==> src/hw/iopar_pkg.sv <==
// Package for the I/O bus parity generator: constants and carrier types.
// Assumes a single 100 MHz clock domain; all bus pins arrive asynchronously.
package iopar_pkg;

  localparam int ADDR_W   = 20;
  localparam int DATA_W   = 16;
  localparam int CLK_NS   = 10;
  // Feedback write stall times in ns, fast and standard trees
  localparam int STALL_FAST_NS = 140;
  localparam int STALL_STD_NS  = 200;
  // Longest times round down to whole cycles, at least one
  localparam int STALL_FAST_CYC =
    (STALL_FAST_NS / CLK_NS) < 1 ? 1 : STALL_FAST_NS / CLK_NS;
  localparam int STALL_STD_CYC  =
    (STALL_STD_NS / CLK_NS) < 1 ? 1 : STALL_STD_NS / CLK_NS;
  localparam int CNT_W = 5;
  // Parity settling after transfer-complete, in cycles
  localparam int SETTLE_CYC = 3;
  // Address ranges: I/O space FC000..FFC00, memory space below FC000
  localparam logic [19:0] IO_LOW   = 20'hFC000;
  localparam logic [19:0] IO_HIGH  = 20'hFFC00;
  // Reset state of the stall latch: asserted
  localparam logic STALL_RESET = 1'b1;

  typedef enum logic [1:0] {
    IOPAR_RANGE_IO_ONLY,
    IOPAR_RANGE_NO_MEMRD,
    IOPAR_RANGE_ALL
  } iopar_range_t;

  // Static jumper configuration
  typedef struct packed {
    logic         feedback;
    iopar_range_t range;
    logic         fastTrees;
  } iopar_cfg_t;

  // Bus access as seen on the pins (active-low controls)
  typedef struct packed {
    logic [19:0] addr;
    logic [15:0] data;
    logic        write;
    logic        byteRef;
    logic        strobe_n;
    logic        done_n;
  } iopar_bus_t;

  typedef struct packed {
    logic parUpper;
    logic parLower;
    logic parOe;
    logic stall_n;
  } iopar_out_t;

endpackage

==> src/hw/io_parity_card.sv <==
// I/O bus parity generator: parity lines and access stall for the coupler.
// Assumes bus pins are asynchronous to mclk and jumpers are static.
// Summary of operation
// - Parity computed from address and data on every covered access.
// - Jumpers choose classical or feedback parity scheme.
// - Feedback scheme computes parity for both reads and writes.
// - Covered feedback write stalls the access until parity has settled.
// - Stall re-asserted on trailing edge of the strobe in the feedback scheme.
// - Read drops the stall quickly on the leading strobe edge.
// - Parity runs continuously; valid a settle time after transfer-complete.
// - I/O-only option covers addresses in the I/O range only.
// - Except-memory-reads option skips reads below the I/O range.
// - All-addresses option covers every access.
// - One parity bit per byte over eight data and twenty address bits.
// - Upper byte address ends in zero, lower byte address is odd on word references.
// - Parity makes total ones of address, data and parity even.
// - Word references ignore address bit zero, use implicit byte addresses.
// - Byte references use bit zero and the low byte position.
// - Fast-tree jumper shortens the feedback write stall, 140 vs 200 ns.
// - Classical scheme asserts the stall line only from reset until the first strobe.
// - Parity lines driven only while an I/O address is detected.
// - Stall held as briefly as possible for off-bus references.
// - Strobe, stall and transfer-complete are active low.
module io_parity_card (
  input  wire logic                 mclk,
  input  wire logic                 nrst,
  input  wire iopar_pkg::iopar_cfg_t cfgPins,
  input  wire iopar_pkg::iopar_bus_t busPins,
  output iopar_pkg::iopar_out_t     busOut,
  output logic                      parityValid
);
  import iopar_pkg::*;

  typedef enum logic [1:0] {
    ST_IDLE,
    ST_WSTALL,
    ST_ACTIVE
  } iopar_state_t;

  typedef struct packed {
    logic [1:0]   rstSync;
    logic         cfgTaken;
    iopar_cfg_t   cfg;
    iopar_bus_t   busMeta;
    iopar_bus_t   bus;
    logic         strobePrev;
    logic         donePrev;
    iopar_state_t state;
    logic [CNT_W-1:0] cnt;
    logic [CNT_W-1:0] settle;
    logic         stall;
    logic         covered;
    logic         drive;
    logic         valid;
  } iopar_st_t;

  iopar_st_t   st;
  iopar_st_t   next_st;
  logic        rstSync_n;
  logic [19:0] addrUpper;
  logic [19:0] addrLower;
  logic [7:0]  dataUpper;
  logic [7:0]  dataLower;
  logic        parUpper;
  logic        parLower;
  logic        strobeAct;
  logic        doneAct;
  logic        strobeRise;
  logic        strobeFall;
  logic        doneRise;
  logic        inIo;
  logic        coveredNow;
  logic [CNT_W-1:0] stallCyc;

  // Reset release through two flops; separate from the struct so the
  // whole struct can use the synchronised copy
  logic [1:0] rstPipe;
  always_ff @(posedge mclk or negedge nrst) begin
    if (!nrst) begin
      rstPipe <= 2'h0;
    end else begin
      rstPipe <= {rstPipe[0], 1'b1};
    end
  end
  assign rstSync_n = rstPipe[1];

  // Controls are active low on the pins
  assign strobeAct  = ~st.bus.strobe_n;
  assign doneAct    = ~st.bus.done_n;
  assign strobeRise = strobeAct & ~st.strobePrev;
  assign strobeFall = ~strobeAct & st.strobePrev;
  assign doneRise   = doneAct & ~st.donePrev;

  // Address range decode for the coverage options
  assign inIo = (st.bus.addr >= IO_LOW) && (st.bus.addr < IO_HIGH);
  always_comb begin
    unique case (st.cfg.range)
      IOPAR_RANGE_IO_ONLY:  coveredNow = inIo;
      IOPAR_RANGE_NO_MEMRD: coveredNow = (st.bus.addr >= IO_LOW)
                                         | st.bus.write;
      IOPAR_RANGE_ALL:      coveredNow = 1'b1;
      default:              coveredNow = inIo;
    endcase
  end

  // Stall length follows the tree jumper
  assign stallCyc = st.cfg.fastTrees ? CNT_W'(STALL_FAST_CYC)
                                     : CNT_W'(STALL_STD_CYC);

  // Per-byte operands; bit zero implicit on words, real on bytes
  always_comb begin
    addrUpper = {st.bus.addr[19:1], 1'b0};
    addrLower = {st.bus.addr[19:1], 1'b1};
    dataUpper = st.bus.data[15:8];
    dataLower = st.bus.data[7:0];
    if (st.bus.byteRef) begin
      addrLower = st.bus.addr;
    end
  end

  // Two parity trees, one per byte, running continuously
  iopar_tree uTreeUpper (
    .mclk      (mclk),
    .rstSync_n (rstSync_n),
    .addr      (addrUpper),
    .data      (dataUpper),
    .parity    (parUpper)
  );
  iopar_tree uTreeLower (
    .mclk      (mclk),
    .rstSync_n (rstSync_n),
    .addr      (addrLower),
    .data      (dataLower),
    .parity    (parLower)
  );

  // Next-state logic for the whole block
  always_comb begin
    next_st            = st;
    next_st.busMeta    = busPins;
    next_st.bus        = st.busMeta;
    next_st.strobePrev = strobeAct;
    next_st.donePrev   = doneAct;
    // Jumpers caught once after reset release
    if (!st.cfgTaken) begin
      next_st.cfg      = cfgPins;
      next_st.cfgTaken = 1'b1;
    end
    unique case (st.state)
      ST_IDLE: begin
        if (strobeRise) begin
          next_st.covered = coveredNow;
          if (!st.cfg.feedback) begin
            next_st.stall = 1'b0;
            next_st.state = ST_ACTIVE;
          end else if (st.bus.write && coveredNow) begin
            next_st.cnt   = stallCyc;
            next_st.state = ST_WSTALL;
          end else begin
            // Reads and off-bus writes release at once
            next_st.stall = 1'b0;
            next_st.state = ST_ACTIVE;
          end
        end
      end
      ST_WSTALL: begin
        if (st.cnt <= CNT_W'(1)) begin
          next_st.stall = 1'b0;
          next_st.state = ST_ACTIVE;
        end else begin
          next_st.cnt = st.cnt - CNT_W'(1);
        end
        if (strobeFall) begin
          next_st.stall = st.cfg.feedback;
          next_st.state = ST_IDLE;
        end
      end
      ST_ACTIVE: begin
        if (strobeFall) begin
          // Ready the stall for the next cycle
          next_st.stall   = st.cfg.feedback;
          next_st.covered = 1'b0;
          next_st.state   = ST_IDLE;
        end
      end
    endcase
    // Parity valid a fixed settle time after transfer-complete
    if (doneRise) begin
      next_st.settle = CNT_W'(SETTLE_CYC);
      next_st.valid  = 1'b0;
    end else if (st.settle != CNT_W'(0)) begin
      next_st.settle = st.settle - CNT_W'(1);
      next_st.valid  = (st.settle == CNT_W'(1));
    end
    if (!strobeAct) begin
      next_st.valid = 1'b0;
    end
    // Lines driven only on a covered I/O address
    next_st.drive = inIo & coveredNow & strobeAct;
  end

  // State register; reset leaves the stall asserted
  always_ff @(posedge mclk or negedge rstSync_n) begin
    if (!rstSync_n) begin
      st       <= '0;
      st.stall <= STALL_RESET;
      st.state <= ST_IDLE;
      st.bus.strobe_n     <= 1'b1;
      st.bus.done_n       <= 1'b1;
      st.busMeta.strobe_n <= 1'b1;
      st.busMeta.done_n   <= 1'b1;
    end else begin
      st <= next_st;
    end
  end

  // Pin outputs
  assign busOut.parUpper = st.drive & parUpper;
  assign busOut.parLower = st.drive & parLower;
  assign busOut.parOe    = st.drive;
  assign busOut.stall_n  = ~st.stall;
  assign parityValid     = st.valid;

  // Assertions
  a_classic_nostall: assert property (@(posedge mclk) disable iff (!rstSync_n)
    st.cfgTaken && !st.cfg.feedback && st.state != ST_IDLE |-> !st.stall)
    else $error("Stall asserted under classical scheme");
  a_read_release: assert property (@(posedge mclk) disable iff (!rstSync_n)
    st.cfgTaken && strobeRise && !st.bus.write && st.state == ST_IDLE
    |=> !st.stall)
    else $error("Read did not release stall");
  a_refall_stall: assert property (@(posedge mclk) disable iff (!rstSync_n)
    st.cfgTaken && st.cfg.feedback && strobeFall && st.state != ST_IDLE
    |=> st.stall)
    else $error("Stall not re-asserted on strobe fall");
  a_write_hold: assert property (@(posedge mclk) disable iff (!rstSync_n)
    st.state == ST_IDLE ##1 st.state == ST_WSTALL |-> st.stall[*2])
    else $error("Write stall too short");
  a_write_bound: assert property (@(posedge mclk) disable iff (!rstSync_n)
    $rose(st.state == ST_WSTALL) |-> ##[1:25] st.state != ST_WSTALL)
    else $error("Write stall too long");
  a_drive_io: assert property (@(posedge mclk) disable iff (!rstSync_n)
    busOut.parOe |-> $past(inIo))
    else $error("Parity driven off I/O range");
  // Trees still hold their reset value one edge after release
  a_even_lower: assert property (@(posedge mclk) disable iff (!rstSync_n)
    $past(rstSync_n) |->
    ^{$past(addrLower), $past(dataLower), parLower} == 1'b0)
    else $error("Lower parity not even");
  a_cfg_static: assert property (@(posedge mclk) disable iff (!rstSync_n)
    st.cfgTaken |=> $stable(st.cfg))
    else $error("Configuration changed");
  a_valid_settle: assert property (@(posedge mclk) disable iff (!rstSync_n)
    parityValid && !$past(parityValid) |-> $past(st.settle) == CNT_W'(1))
    else $error("Parity valid without settle");

  // Upper byte tree, same even sense as the lower one
  a_even_upper: assert property (@(posedge mclk) disable iff (!rstSync_n)
    $past(rstSync_n) |->
    ^{$past(addrUpper), $past(dataUpper), parUpper} == 1'b0)
    else $error("Upper parity not even");

  // Undriven lines must sit at zero
  a_lines_quiet: assert property (@(posedge mclk) disable iff (!rstSync_n)
    !busOut.parOe |-> !busOut.parUpper && !busOut.parLower)
    else $error("Parity line set while not driven");

  // Upper byte address always even
  a_upper_zero: assert property (@(posedge mclk) disable iff (!rstSync_n)
    addrUpper[0] == 1'b0)
    else $error("Upper byte address odd");

  // Word references force the lower byte address odd
  a_word_odd: assert property (@(posedge mclk) disable iff (!rstSync_n)
    !st.bus.byteRef |-> addrLower[0])
    else $error("Word lower address not odd");

  // Byte references keep the real address
  a_byte_addr: assert property (@(posedge mclk) disable iff (!rstSync_n)
    st.bus.byteRef |-> addrLower == st.bus.addr)
    else $error("Byte address not taken from bus");

  // I/O-only option follows the range decode
  a_range_io: assert property (@(posedge mclk) disable iff (!rstSync_n)
    st.cfgTaken && st.state == ST_IDLE && strobeRise &&
    st.cfg.range == IOPAR_RANGE_IO_ONLY |=> st.covered == $past(inIo))
    else $error("I/O-only coverage wrong");

  // All-addresses option covers everything
  a_range_all: assert property (@(posedge mclk) disable iff (!rstSync_n)
    st.cfgTaken && st.state == ST_IDLE && strobeRise &&
    st.cfg.range == IOPAR_RANGE_ALL |=> st.covered)
    else $error("All-address access not covered");

  // Memory reads skipped under the except-memory-reads option
  a_range_memrd: assert property (@(posedge mclk) disable iff (!rstSync_n)
    st.cfgTaken && st.state == ST_IDLE && strobeRise &&
    st.cfg.range == IOPAR_RANGE_NO_MEMRD && !st.bus.write &&
    st.bus.addr < IO_LOW |=> !st.covered)
    else $error("Memory read covered");

  // Write stall loads the length picked by the tree jumper
  a_stall_load: assert property (@(posedge mclk) disable iff (!rstSync_n)
    st.cfgTaken && st.state == ST_IDLE && strobeRise && st.cfg.feedback &&
    st.bus.write && coveredNow
    |=> st.state == ST_WSTALL && st.cnt == $past(stallCyc))
    else $error("Write stall length wrong");

  // Valid never survives a released strobe
  a_valid_strobe: assert property (@(posedge mclk) disable iff (!rstSync_n)
    parityValid |-> $past(strobeAct))
    else $error("Parity valid outside strobe");

  // Stall latch comes out of reset asserted
  a_reset_stall: assert property (@(posedge mclk) disable iff (!rstSync_n)
    !$past(rstSync_n) |-> st.stall)
    else $error("Stall not set after reset");

  // Settle count starts at transfer-complete
  a_done_load: assert property (@(posedge mclk) disable iff (!rstSync_n)
    doneRise |=> st.settle == CNT_W'(SETTLE_CYC))
    else $error("Settle count not loaded");

  // Coverage ends with an access that reaches the active state
  a_covered_drop: assert property (@(posedge mclk) disable iff (!rstSync_n)
    st.state == ST_ACTIVE && strobeFall |=> !st.covered)
    else $error("Coverage kept after access");

  // Lines only driven inside a strobe
  a_oe_strobe: assert property (@(posedge mclk) disable iff (!rstSync_n)
    busOut.parOe |-> $past(strobeAct))
    else $error("Parity driven without strobe");

  // Feedback reads go straight to the active state
  a_fb_read: assert property (@(posedge mclk) disable iff (!rstSync_n)
    st.cfgTaken && st.cfg.feedback && st.state == ST_IDLE &&
    strobeRise && !st.bus.write |=> st.state == ST_ACTIVE)
    else $error("Feedback read stalled");

  // Feedback idle always has the stall armed
  a_idle_stall: assert property (@(posedge mclk) disable iff (!rstSync_n)
    st.cfgTaken && st.cfg.feedback && st.state == ST_IDLE |-> st.stall)
    else $error("Stall not armed in idle");

  // Stall held for the whole write wait
  a_wstall_held: assert property (@(posedge mclk) disable iff (!rstSync_n)
    st.state == ST_WSTALL |-> st.stall)
    else $error("Stall dropped during write wait");

  c_write_stall: cover property (@(posedge mclk) disable iff (!rstSync_n)
    st.state == ST_WSTALL ##[1:25] st.state == ST_ACTIVE);
  c_read_fast: cover property (@(posedge mclk) disable iff (!rstSync_n)
    strobeRise && !st.bus.write ##1 !st.stall);
  c_valid: cover property (@(posedge mclk) disable iff (!rstSync_n)
    parityValid && busOut.parOe);
  // Byte references and classical accesses
  c_byte_ref: cover property (@(posedge mclk) disable iff (!rstSync_n)
    strobeRise && st.bus.byteRef);
  c_classic: cover property (@(posedge mclk) disable iff (!rstSync_n)
    st.cfgTaken && !st.cfg.feedback && strobeRise);
endmodule

==> src/hw/iopar_tree.sv <==
// Parity tree for one byte: even parity over 8 data and 20 address bits.
// Inputs come from registered pin copies; output is registered.
module iopar_tree (
  input  wire logic        mclk,
  input  wire logic        rstSync_n,
  input  wire logic [19:0] addr,
  input  wire logic [7:0]  data,
  output logic             parity
);
  import iopar_pkg::*;

  // Even parity: the bit makes the total count of ones even
  always_ff @(posedge mclk or negedge rstSync_n) begin
    if (!rstSync_n) begin
      parity <= 1'b0;
    end else begin
      parity <= ^{addr, data};
    end
  end
endmodule

==> config.mk <==
export PLATFORM = sky130hd
export DESIGN_NAME = io_parity_card
export DESIGN_NICKNAME = d
export VERILOG_FILES = /design/src/hw/iopar_pkg.sv /design/src/hw/io_parity_card.sv /design/src/hw/iopar_tree.sv
export SDC_FILE = /design/constraint.sdc
export NUM_CORES = 1
export LEC_CHECK = 0
export ABC_CLOCK_PERIOD_IN_PS = 4650
export BUFFER_PORTS_ARGS = -buffer_cell sky130_fd_sc_hd__buf_2
export CORE_UTILIZATION = 29
export DETAILED_ROUTE_END_ITERATION = 16
export PLACE_DENSITY = 0.52
export SETUP_SLACK_MARGIN = 0.15
export SLEW_MARGIN = 10
export SYNTH_ARGS = -nofsm -noshare
export SYNTH_HDL_FRONTEND = slang
export SYNTH_SLANG_ARGS = --single-unit
==> constraint.sdc <==
create_clock -name mclk -period 4.65 [get_ports mclk]
set_input_delay 0.2325 -clock mclk [delete_from_list [all_inputs] [get_ports mclk]]
set_output_delay 0.2325 -clock mclk [all_outputs]
set_load 0.02 [all_outputs]
Yosys cells after proc, flatten, opt, wreduce, memory -nomap -nowiden
Cells that the tools add are included.
{"block": "op_classes", "addsub": 2, "magnitude_cmp": 3, "eq_ne": 12, "n_mux": 26, "bitwise": 13, "reduce_logical": 12}
{"op": "XOR reduction 28 bit", "count": 2}
{"op": "two-way mux 5 bit", "count": 6}
{"op": "greater-or-equal comparator 20 bit, second input constant", "count": 1}
{"op": "< comparator 20 bit, second input constant", "count": 1}
{"op": "two-way mux 2 bit", "count": 7}
{"op": "inequality test 2 bit, second input constant", "count": 5}
{"op": "case mux 5 bit (2 select lines)", "count": 1}
{"op": "subtractor 5 x 1 -> 5 bit, second input constant", "count": 2}
{"op": "two-way mux 1 bit", "count": 8}
{"op": "AND 1 bit", "count": 7}
{"op": "two-way mux 7 bit", "count": 1}
{"op": "inequality test 3 bit, second input constant", "count": 2}
{"op": "case mux 2 bit (3 select lines)", "count": 1}
{"op": "equality test 5 x 1 -> 1 bit, second input constant", "count": 1}
{"op": "<= comparator 5 x 1 -> 1 bit, second input constant", "count": 1}
{"op": "NOT 1 bit", "count": 5}
{"op": "AND reduction 5 bit", "count": 1}
{"op": "nonzero test 5 bit", "count": 1}
{"op": "equality test 2 x 1 -> 1 bit, second input constant", "count": 2}
{"op": "equality test 2 bit, second input constant", "count": 2}
{"op": "AND reduction 4 bit", "count": 1}
{"op": "nonzero test 2 bit", "count": 2}
{"op": "case mux 1 bit (3 select lines)", "count": 1}
{"op": "AND reduction 3 bit", "count": 1}
{"op": "other kinds (5)", "count": 6}
{"block": "totals", "ff_bits": 106, "inputBits": 46, "output_inout_bits": 5, "wordCells": 95}

Logic depth before layout (Yosys ltp)
Gate-level depths: netlist of run 1.
{"block": "depth", "ltp_word": 8, "mapped_depth": 7, "ltp_nobuf": 7}

Hierarchy
From an unflattened synthesis of run 1, not the netlist that was laid out.
{"block": "hier_totals", "hier_cells": 264, "area_unflattened_um2": 3923.8}
{"module": "io_parity_card", "n_inst": 1, "cells_per_inst": 212, "area_each_um2": 3365.7, "seq_area_each_um2": 2608.8}
{"module": "iopar_tree", "n_inst": 2, "cells_per_inst": 26, "area_each_um2": 279.0, "seq_area_each_um2": 25.0}

Worst setup path after synthesis of run 1
No wires, ideal clock.
{"block": "synth_timing", "path_type": "register -> register", "from": "register st[99] (netlist name)", "to": "register st[9] (netlist name)", "setup_ns": 0.126, "t_arrival_ns": 1.494, "required_time_ns": 4.524, "setup_slack_ns": 3.030, "stages_incl_launch_ff": 8, "path_buffers": 0, "synth_period_minus_slack_ns": 1.620, "cell_sequence": "dfrtp_1 inv_1 ha_1 nor3_1 nor2_1 a41oi_2 or3_1 o21ai_0"}
{"block": "synth_via", "elab_chain_len": 5, "elab_cells_between_ends": 6, "cone_classes": "3 x eq/ne; 1 x mux; 2 x reduce/logical"}
{"element": "start: declaration", "line": "io_parity_card.sv:57", "source": "iopar_st_t st;"}
{"element": "start signal: assignment", "line": "io_parity_card.sv:213", "source": "st <= next_st;"}
{"element": "equality test 2 bit or equality test 2 x 1 -> 1 bit (tied branches)", "line": "io_parity_card.sv:97", "source": "unique case (st.cfg.range)"}
{"element": "case mux 1 bit (2 select lines) *", "line": "io_parity_card.sv:97"}
{"element": "logical AND 1 bit *", "line": "io_parity_card.sv:156", "source": "end else if (st.bus.write && coveredNow) begin"}
{"element": "inequality test 2 bit (no source line) *"}
{"element": "AND reduction 5 bit (no source line) *"}
Every way passes the cells marked *; elsewhere a longest branch is shown, timed or not.
A chain may end at the register's enable or synchronous reset.

Final worst setup path of run 1
{"block": "layout_timing", "from": "register st[99] (netlist name)", "to": "register st[10] (netlist name)"}
Same word-level chain as after synthesis.

==> results.cfg, run 1 <==
[outcome]
status = complete, no violations

[floorplan]
coreArea_um2 = 12670
die_w_um = 116.1
start_util_pct = 29.80
rows = 41
io_pins = 51
die_area_um2 = 13480
die_h_um = 116.1

[layout]
diodes = 0
final_cells = 535
area_growth_pct = 30.58
design_area_um2 = 4931
final_nets = 425
drive_gt1_share_pct = 22.87

[synthesis]
synth_edf_count = 0
yosys_warnings = 0
yosys.area.top_type_share_pct = 66.93
synth_area_leader_cell = dfrtp_1
synth_commonest_cells = dfrtp_1 (101), inv_1 (26), xnor2_1 (25), ha_1 (21), nor2_1 (14)
async_flop_share_pct = 100.0
synth_area_leaders = dfrtp_1 (67%), ha_1 (7.0%), xnor2_1 (5.8%)
ys_seq_elements = 106
synth_area_um2 = 3776
yosysUniqueCellTypes = 37
syn_inst = 259
ys_seq_area_share_pct = 70.41
syn_avg_cell_area_um2 = 14.58
synth_ff_type = dfrtp_1
synth.most_common_cell = dfrtp_1

[clock_tree]
clkTransAtPathRegs_ns = 0.07
cts_setup_buffers = 0
cts.root.buffer_cell = clkbuf_16
holdBufCountCts = 37
cts_made_buffers = 9
worstSkewPairLatency_ns = 0.33
tritoncts = built
clk_path_buf_depth = 2
cts.sinks = 106
htree_num_levels = 3
ctsResizeCount = 0

[setup_path]
path_cells = inv_1 -> ha_1 -> nor3_1 -> nor2_1 -> a41oi_2 -> a21oi_1 -> o22ai_1
crit_buf_inv = 1
rr_worst_depth = 7
cp_slowest_cell = a41oi_2
worst-path-max-fanout = 9
crit_cells = 7
cpLargestDelayFamily = compound AO/OA/AOI/OAI gates
startpoint = st[99]
r2r_start = st[99]
slowest_delay_ns = 0.41
critical_path_class = reg2reg
worstPathArrival_ns = 2.10
cp-end-kind = register
required_ns = 4.90
worstSetupStartpointType = register

[sta]
setup-tns-final_ns = 0
fmax_mhz = 538.4
hold_viol = 0
finClkSkew_ns = 0.002377
worstMarginPinSlew_ns = 0.7862
rsz0062_at_grt = no
slew_violations = 0
maxSlewHeadroom_pct = 47.58
period_needed_ns = 1.857
finalCritPeriodShare_pct = 39.94
setup_viol = 0

[global_routing]
grt_use_met1_pct = 11.94
antenna_found_initial = 0
grt-ovfl-total = 0
grt_util_all_layers_pct = 9.577
met2_usage_pct = 15.44
grt.busiest_layer = met2
grt_max_degree = 68
grtUsageMet3_pct = 2.802
grt_first_pass_wirelength_um = 9722
first_global_vias = 2143

[routing]
drc_errors = 0
drtIter0Drc = 48
viasPerCell = 3.847
wl_um = 5547
ant_nets = 0
wire_per_inst_um = 10.37
dr_total_vias = 2058
drt_first_pass_iters = 4

[pwr]
p_leak_nw = 2.266
peakVddDrop_mv = 0.2808
powerDensity_nw_per_um2 = 465.4
total_power_mw = 2.295

[hold_path]
whs_path_depth = 1
min_from = busPins[5]
hold_class = in2reg

[place]
dp.cells = 480
port-buffer-count = 50
placed_area_um2 = 4237
dp.final_hpwl_um = 3814
gp_congestion = 0.7042

[flow_run]
maxCapViolCount = 0
-- routing by layer --
layer | part of all wire [%] | up-vias
li1 | - | 1027
met1 | 46 | 977
met2 | 48 | 45
met3 | 4.2 | 9
met4 | 1.4 | 0
met5 | 0 | -
-- through the flow --
step	setup WS, ns	hold WS (ns)	util, %
after floorplan	1.487	-0.06309	-
after global placement	2.897	0.01705	33.44
after detailed placement	2.768	0.02077	33.44
after CTS	2.762	0.0006805	38.76
after global routing	2.566	0.01169	38.92
final	2.793	0.02460	38.92
-- worst reg2reg max path, stage by stage (launching register included) --
cell	delay [ns]
dfrtp_1	0.37
inv_1	0.05
ha_1	0.31
nor3_1	0.23
nor2_1	0.13
a41oi_2	0.41
a21oi_1	0.10
o22ai_1	0.17
-- registers in the layout, indices dropped and copies added, names as in the netlist, 2 cells and up --
register,cells
rstPipe,2
next_st,40
st,25
dataLower,8
dataUpper,8
addrUpper,19
-- layout make-up --
cell class / instances / area, um^2
Clock buffer: 10 / 239.0
Clock inverter: 6 / 65.06
Fill cell: 1193 / 7740
Inverter: 26 / 97.59
Multi-Input combinational cell: 125 / 1003
Sequential cell: 106 / 2663
Tap cell: 172 / 215.2
Timing Repair Buffer: 90 / 648.1
-- final timing paths --
| kind | slack, ns | end |
|---|---|---|
| max | 2.79 | st[10] |
| max reg2reg | 2.79 | st[10] |
| min | 0.02 | next_st[23] |
| min reg2reg | 0.35 | dataUpper[3] |
| min in group asynchronous | 0.21 | rstPipe[1] |
| max in group asynchronous | 3.22 | st[3] |
-- layout by cell type, fill, tap and decap left out, drive strengths merged, types with 2 or more instances in the layout --
master and instances:
conb 2, nor4 3, dfstp 5, nand3 3
nor3 5, clkinv 3, o21ai 8, xor2 4
dlygate4sd3 39, nor2b 3, dfrtp 101, o22ai 2
mux2 4, clkbuf 10, xnor2 25, o21a 2
nor2 14, or3 2, ha 21, a21oi 4
a41oi 2, and2 5, nand2 4, buf 51
inv 27, o31a 2
-- kinds of logic (layout without fill, tap and decap cells) --
kind of cell    Yosys count  after routing  share of synthesized area, %
mux                       5              5                         1.458
other cells               1              2                       0.09931
buf+inv                  29            132                         3.114
simple gates             41             41                         5.434
compound gates           27             27                         5.799
flops                   106            106                         70.41
fa+ha+maj                21             21                         6.958
xor+xnor                 29             29                         6.726
-- report_power, final --
group          internal (mW)  switching, mW
Clock                  0.433          0.316
Sequential              1.03         0.0867
Combinational          0.217          0.213
Note: power is estimated with default switching activity, not from simulation.
==> run 2, diff against run 1 <==
- ABC_CLOCK_PERIOD_IN_PS: 4650 -> 1600
- PLACE_DENSITY: 0.52 -> 0.53
- clock period: 4.65 -> 1.6 ns (I/O delays scaled with it)
==> run 2 against run 1 <==
Wire length is 11% higher; setup slack worse by 2.8 ns; final cell count is 5.2% higher; global-route usage is 0.97 points higher; critical path depth stayed put; total power grew to 3.1 times the previous value; clock skew is 0.0024 ns higher; die area stayed put.
==> results.cfg, run 2 (synthesized netlist as in run 1, its figures left out) <==
[layout]
final_cells = 563
mostFrequentLayoutCells = dfrtp_1 (100), buf_2 (50), dlygate4sd3_1 (45), xnor2_1 (22), buf_4 (21)
drive_gt1_share_pct = 34.53
final_common_cell = dfrtp_1
postLayoutCoreUtil_pct = 42.32
diodes = 0
final_nets = 453
design_area_um2 = 5363
largest_reg_flops = 40
area_growth_pct = 42.01

[flow_run]
maxCapViolCount = 0

[place]
placed_area_um2 = 4395
gp_congestion = 0.7504
dp.cells = 493
port-buffer-count = 50
post-place-ws_ns = -0.09424
dp.final_hpwl_um = 4058

[routing]
viasPerCell = 3.895
ant_nets = 0
wire_per_inst_um = 10.94
wl_um = 6160
dr_total_vias = 2193
drc_errors = 0
drt_first_pass_iters = 4
drtIter0Drc = 83

[global_routing]
grt_first_pass_wirelength_um = 10650
first_global_vias = 2334
grt_util_all_layers_pct = 10.55
antenna_found_initial = 0
grt-ovfl-total = 0
grt_max_degree = 38

[clock_tree]
clk_path_buf_depth = 2
cts_made_buffers = 9
worstSkewPairLatency_ns = 0.33
htree_num_levels = 3
clkTransAtPathRegs_ns = 0.07
tritoncts = built
cts.root.buffer_cell = clkbuf_16
cts.sinks = 106

[sta]
maxSlewHeadroom_pct = 63.85
slew_violations = 0
worstMarginPinSlew_ns = 0.5373
setup_viol = 0
finalCritPeriodShare_pct = 99.97
fmax_mhz = 625.2
finClkSkew_ns = 0.004822
rsz0062_at_grt = yes
hold_viol = 0
period_needed_ns = 1.600
layout_setup_ws_ns = 0.0004531

[setup_path]
cp_slowest_cell = dfrtp_1
worst-path-max-fanout = 2
crit_buf_inv = 1
cp-end-kind = register
r2r_start = addrUpper[12]
path_cells = inv_2 -> ha_4 -> xnor2_2 -> xnor2_1 -> xnor2_1 -> xnor2_2 -> xnor2_1
reg2reg_to = uTreeLower.parity
rr_worst_depth = 7
ff2ff_setup_slack_ns = 0.0005
worstSetupStartpointType = register
cpMostUsedCell = xnor2_1
worstPathArrival_ns = 1.82
slowest_delay_ns = 0.39
critical_path_class = reg2reg
required_ns = 1.82
cpLargestDelayFamily = XOR/XNOR gates

[floorplan]
die_area_um2 = 13480
rows = 41
die_h_um = 116.1
start_util_pct = 29.80
die_w_um = 116.1
io_pins = 51
coreArea_um2 = 12670

[pwr]
p_leak_nw = 2.428
powerDensity_nw_per_um2 = 1345
peakVddDrop_mv = 0.6841

[outcome]
status = complete, no violations

[hold_path]
hold_class = in2async
==> run 2: where the power goes <==
group          switching, mW  internal, mW  leakage (nW)  total [mW]
clock network          0.904          1.30         0.153        2.20
logic                  0.799         0.964          1.03        1.76
registers              0.254          2.99          1.24        3.25
total                   1.96          5.25          2.43        7.21
==> run 2: worst max-delay path by stage <==
| stage | start | endpoint | depth (start not counted) |
|---|---|---|---|
| finish | addrUpper[12] | uTreeLower.parity | 7 |
| floorplan | st[100] | st[9] | 6 |
| global placement | addrUpper[10] | st[9] | 6 |
| CTS | addrUpper[12] | uTreeLower.parity | 7 |
| detailed placement | st[99] | st[9] | 7 |
| global route | addrUpper[12] | st[9] | 6 |
==> run 2: metal layers <==
metal,track usage [%],vias to the layer above,part of all wire (%)
met4,4.872,0,1.3
li1,-,1085,-
met2,18.45,46,53
met3,2.180,7,3.0
met5,0,-,0
met1,12.49,1055,43
==> run 2: stage by stage <==
step | total power, mW | TNS [ns] | hold WS (ns)
5_1_grt | 7.646 | -0.7198 | 0.04139
6_report | 7.211 | 0 | 0.05399
3_5_place_dp | 4.694 | -0.2472 | -0.1286
2_1_floorplan | 4.241 | 0 | -0.2156
4_1_cts | 7.145 | -0.006740 | 0.04241
3_3_place_gp | 4.647 | -0.08806 | -0.1314
==> run 2: area by class of cell <==
| cell class | instances | area [um^2] |
|---|---|---|
| Multi-Input combinational cell | 125 | 1184 |
| Clock inverter | 4 | 48.80 |
| Inverter | 26 | 97.59 |
| Sequential cell | 106 | 2663 |
| Clock buffer | 12 | 256.5 |
| Timing Repair Buffer | 118 | 898.4 |
| Fill cell | 1176 | 7308 |
| Tap cell | 172 | 215.2 |
==> run 2: timing repair <==
item / 4_1_cts / 5_1_grt
pin swaps: 6 / 8
buffers inserted: 7 / 2
setup endpoints to repair: 12 / 15
gates resized for setup: 17 / 20
endpoints found under the hold margin: 46 / 0
hold buffers: 45 / 0
==> run 3, diff against run 2 <==
--- a/constraint.sdc
+++ b/constraint.sdc
@@ -3,2 +3,2 @@
 set_output_delay 0.08 -clock mclk [all_outputs]
-set_load 0.02 [all_outputs]
+set_load 0.1 [all_outputs]
==> run 3 against run 2 <==
The run now ends with negative setup slack left; final cell count is the same; critical endpoint is now st[15]; setup slack got worse by 0.0028 ns; sequential share of layout area is 0.27 points lower; critical path depth unchanged; via count up 1.4%; clock-buffer cell count unchanged; combinational power rose by 7%; wire length decreased by 2.1%; first-iteration DRC count down 41%; design area grew 0.54%; sequential power about the same; utilization rose by 0.23 points.
==> results.cfg, run 3 (synthesized netlist as in run 1, its figures left out) <==
[place]
dp.cells = 496
port-buffer-count = 50
dp.final_hpwl_um = 3884
gp_congestion = 0.7416
placed_area_um2 = 4387

[setup_path]
slowest_delay_ns = 0.42
worstSetupStartpointType = register
crit_cells = 7
r2r_start = st[10]
crit_buf_inv = 1
reg2reg_to = st[15]
startpoint = st[10]
worst-path-max-fanout = 5
worstPathArrival_ns = 1.82
ff2ff_setup_slack_ns = -0.002
cp-end-kind = register
crit_end = st[15]
critical_path_class = reg2reg
required_ns = 1.82
cp_slowest_cell = dfrtp_1
cpLargestDelayFamily = compound AO/OA/AOI/OAI gates
path_cells = inv_2 -> ha_4 -> o21ba_4 -> o41ai_4 -> o2bb2ai_4 -> o211ai_1 -> o21a_1
rr_worst_depth = 7

[layout]
final_common_cell = dfrtp_1
final_nets = 454
filler_cell_count = 1140
seq_area_um2 = 2663
final_cells = 563
postLayoutCoreUtil_pct = 42.55
design_area_um2 = 5391
area_growth_pct = 42.78
drive_gt1_share_pct = 35.81
multi_input_area_um2 = 1219
largest_reg_flops = 40
mostFrequentLayoutCells = dfrtp_1 (100), buf_2 (50), dlygate4sd3_1 (45), buf_4 (23), xnor2_1 (22)
diodes = 0

[floorplan]
die_area_um2 = 13480
coreArea_um2 = 12670
io_pins = 51
die_w_um = 116.1
rows = 41
start_util_pct = 29.80
die_h_um = 116.1

[routing]
dr_total_vias = 2224
drtIter0Drc = 49
drc_errors = 0
top_layer = met4
drt_first_pass_iters = 4
viasPerCell = 3.950
wire_per_inst_um = 10.72
ant_nets = 0
wl_met2_um = 3138
wl_met1_um = 2595
wl_met3_um = 195
wl_um = 6033

[clock_tree]
clk_path_buf_depth = 2
cts.sinks = 106
worstSkewPairLatency_ns = 0.33
clkTransAtPathRegs_ns = 0.07
cts_made_buffers = 9
tritoncts = built
cts.root.buffer_cell = clkbuf_16
htree_num_levels = 3

[sta]
hold_viol = 0
fmax_mhz = 624.1
rsz0062_at_grt = yes
finClkSkew_ns = 0.007149
worstMarginPinSlew_ns = 0.5067
finalCritPeriodShare_pct = 100.1
layout_setup_ws_ns = -0.002396
maxSlewHeadroom_pct = 66.22
setup_viol = 2
hold_ws_ns = 0.06003
period_needed_ns = 1.602
slew_violations = 0

[outcome]
violations = negative setup slack
status = finished with violations

[global_routing]
grt_first_pass_wirelength_um = 10430
antenna_found_initial = 0
first_global_vias = 2349
grt_max_degree = 101
grt-ovfl-total = 0
grt_util_all_layers_pct = 10.17

[hold_path]
hold_class = in2async

[pwr]
p_leak_nw = 2.429
total_power_mw = 7.330
peakVddDrop_mv = 0.6561
powerDensity_nw_per_um2 = 1360

[flow_run]
maxCapViolCount = 0
run 3: cell count changes in the layout (fill, tap and decap cells not counted), sizes merged:
cell    change
buf         +1
clkinv      -1
run 3: area by class of cell:
cell class / count / area share, %
clock buffers: 12 / 4.757
clock inverters: 3 / 0.8819
inverters: 26 / 1.810
multi-input cells: 125 / 22.60
flip-flops and latches: 106 / 49.38
well taps: 172 / 3.992
repair buffers: 119 / 16.57
run 3: metal layers:
layer / global-route usage, % / vias to the layer above
li1: - / 1083
met1: 12.00 / 1089
met2: 17.46 / 44
met3: 2.595 / 8
met4: 4.701 / 0
met5: 0 / -
run 3: stage by stage:
stage	setup TNS, ns	setup slack [ns]
3_3_place_gp	0	0.006166
5_1_grt	-0.7699	-0.1078
2_1_floorplan	0	0.03967
4_1_cts	-0.07832	-0.02567
6_report	-0.002737	-0.002396
3_5_place_dp	-0.1276	-0.04321
run 3: worst min-delay path by stage:
stage | slack [ns] | cells past startpoint | to
after detailed placement | -0.13 | 1 | rstPipe[0]
final | 0.06 | 2 | rstPipe[1]
after global placement | -0.13 | 1 | rstPipe[0]
after global routing | 0.05 | 2 | rstPipe[1]
after CTS | 0.05 | 2 | rstPipe[1]
after floorplan | -0.22 | 0 | rstPipe[0]
run 3: repair_timing:
| item | 4_1_cts | 5_1_grt |
|---|---|---|
| setup endpoints to repair | 11 | 15 |
| hold endpoints to repair | 46 | 0 |
| setup buffers | 5 | 2 |
| pin swaps | 13 | 19 |
| resized for setup | 19 | 27 |
| hold buffers | 45 | 0 |
run 3: power breakdown:
part	switching (mW)	total [mW]	internal (mW)
Sequential	0.264	3.26	2.99
Combinational	0.892	1.89	0.997
Clock	0.887	2.18	1.30
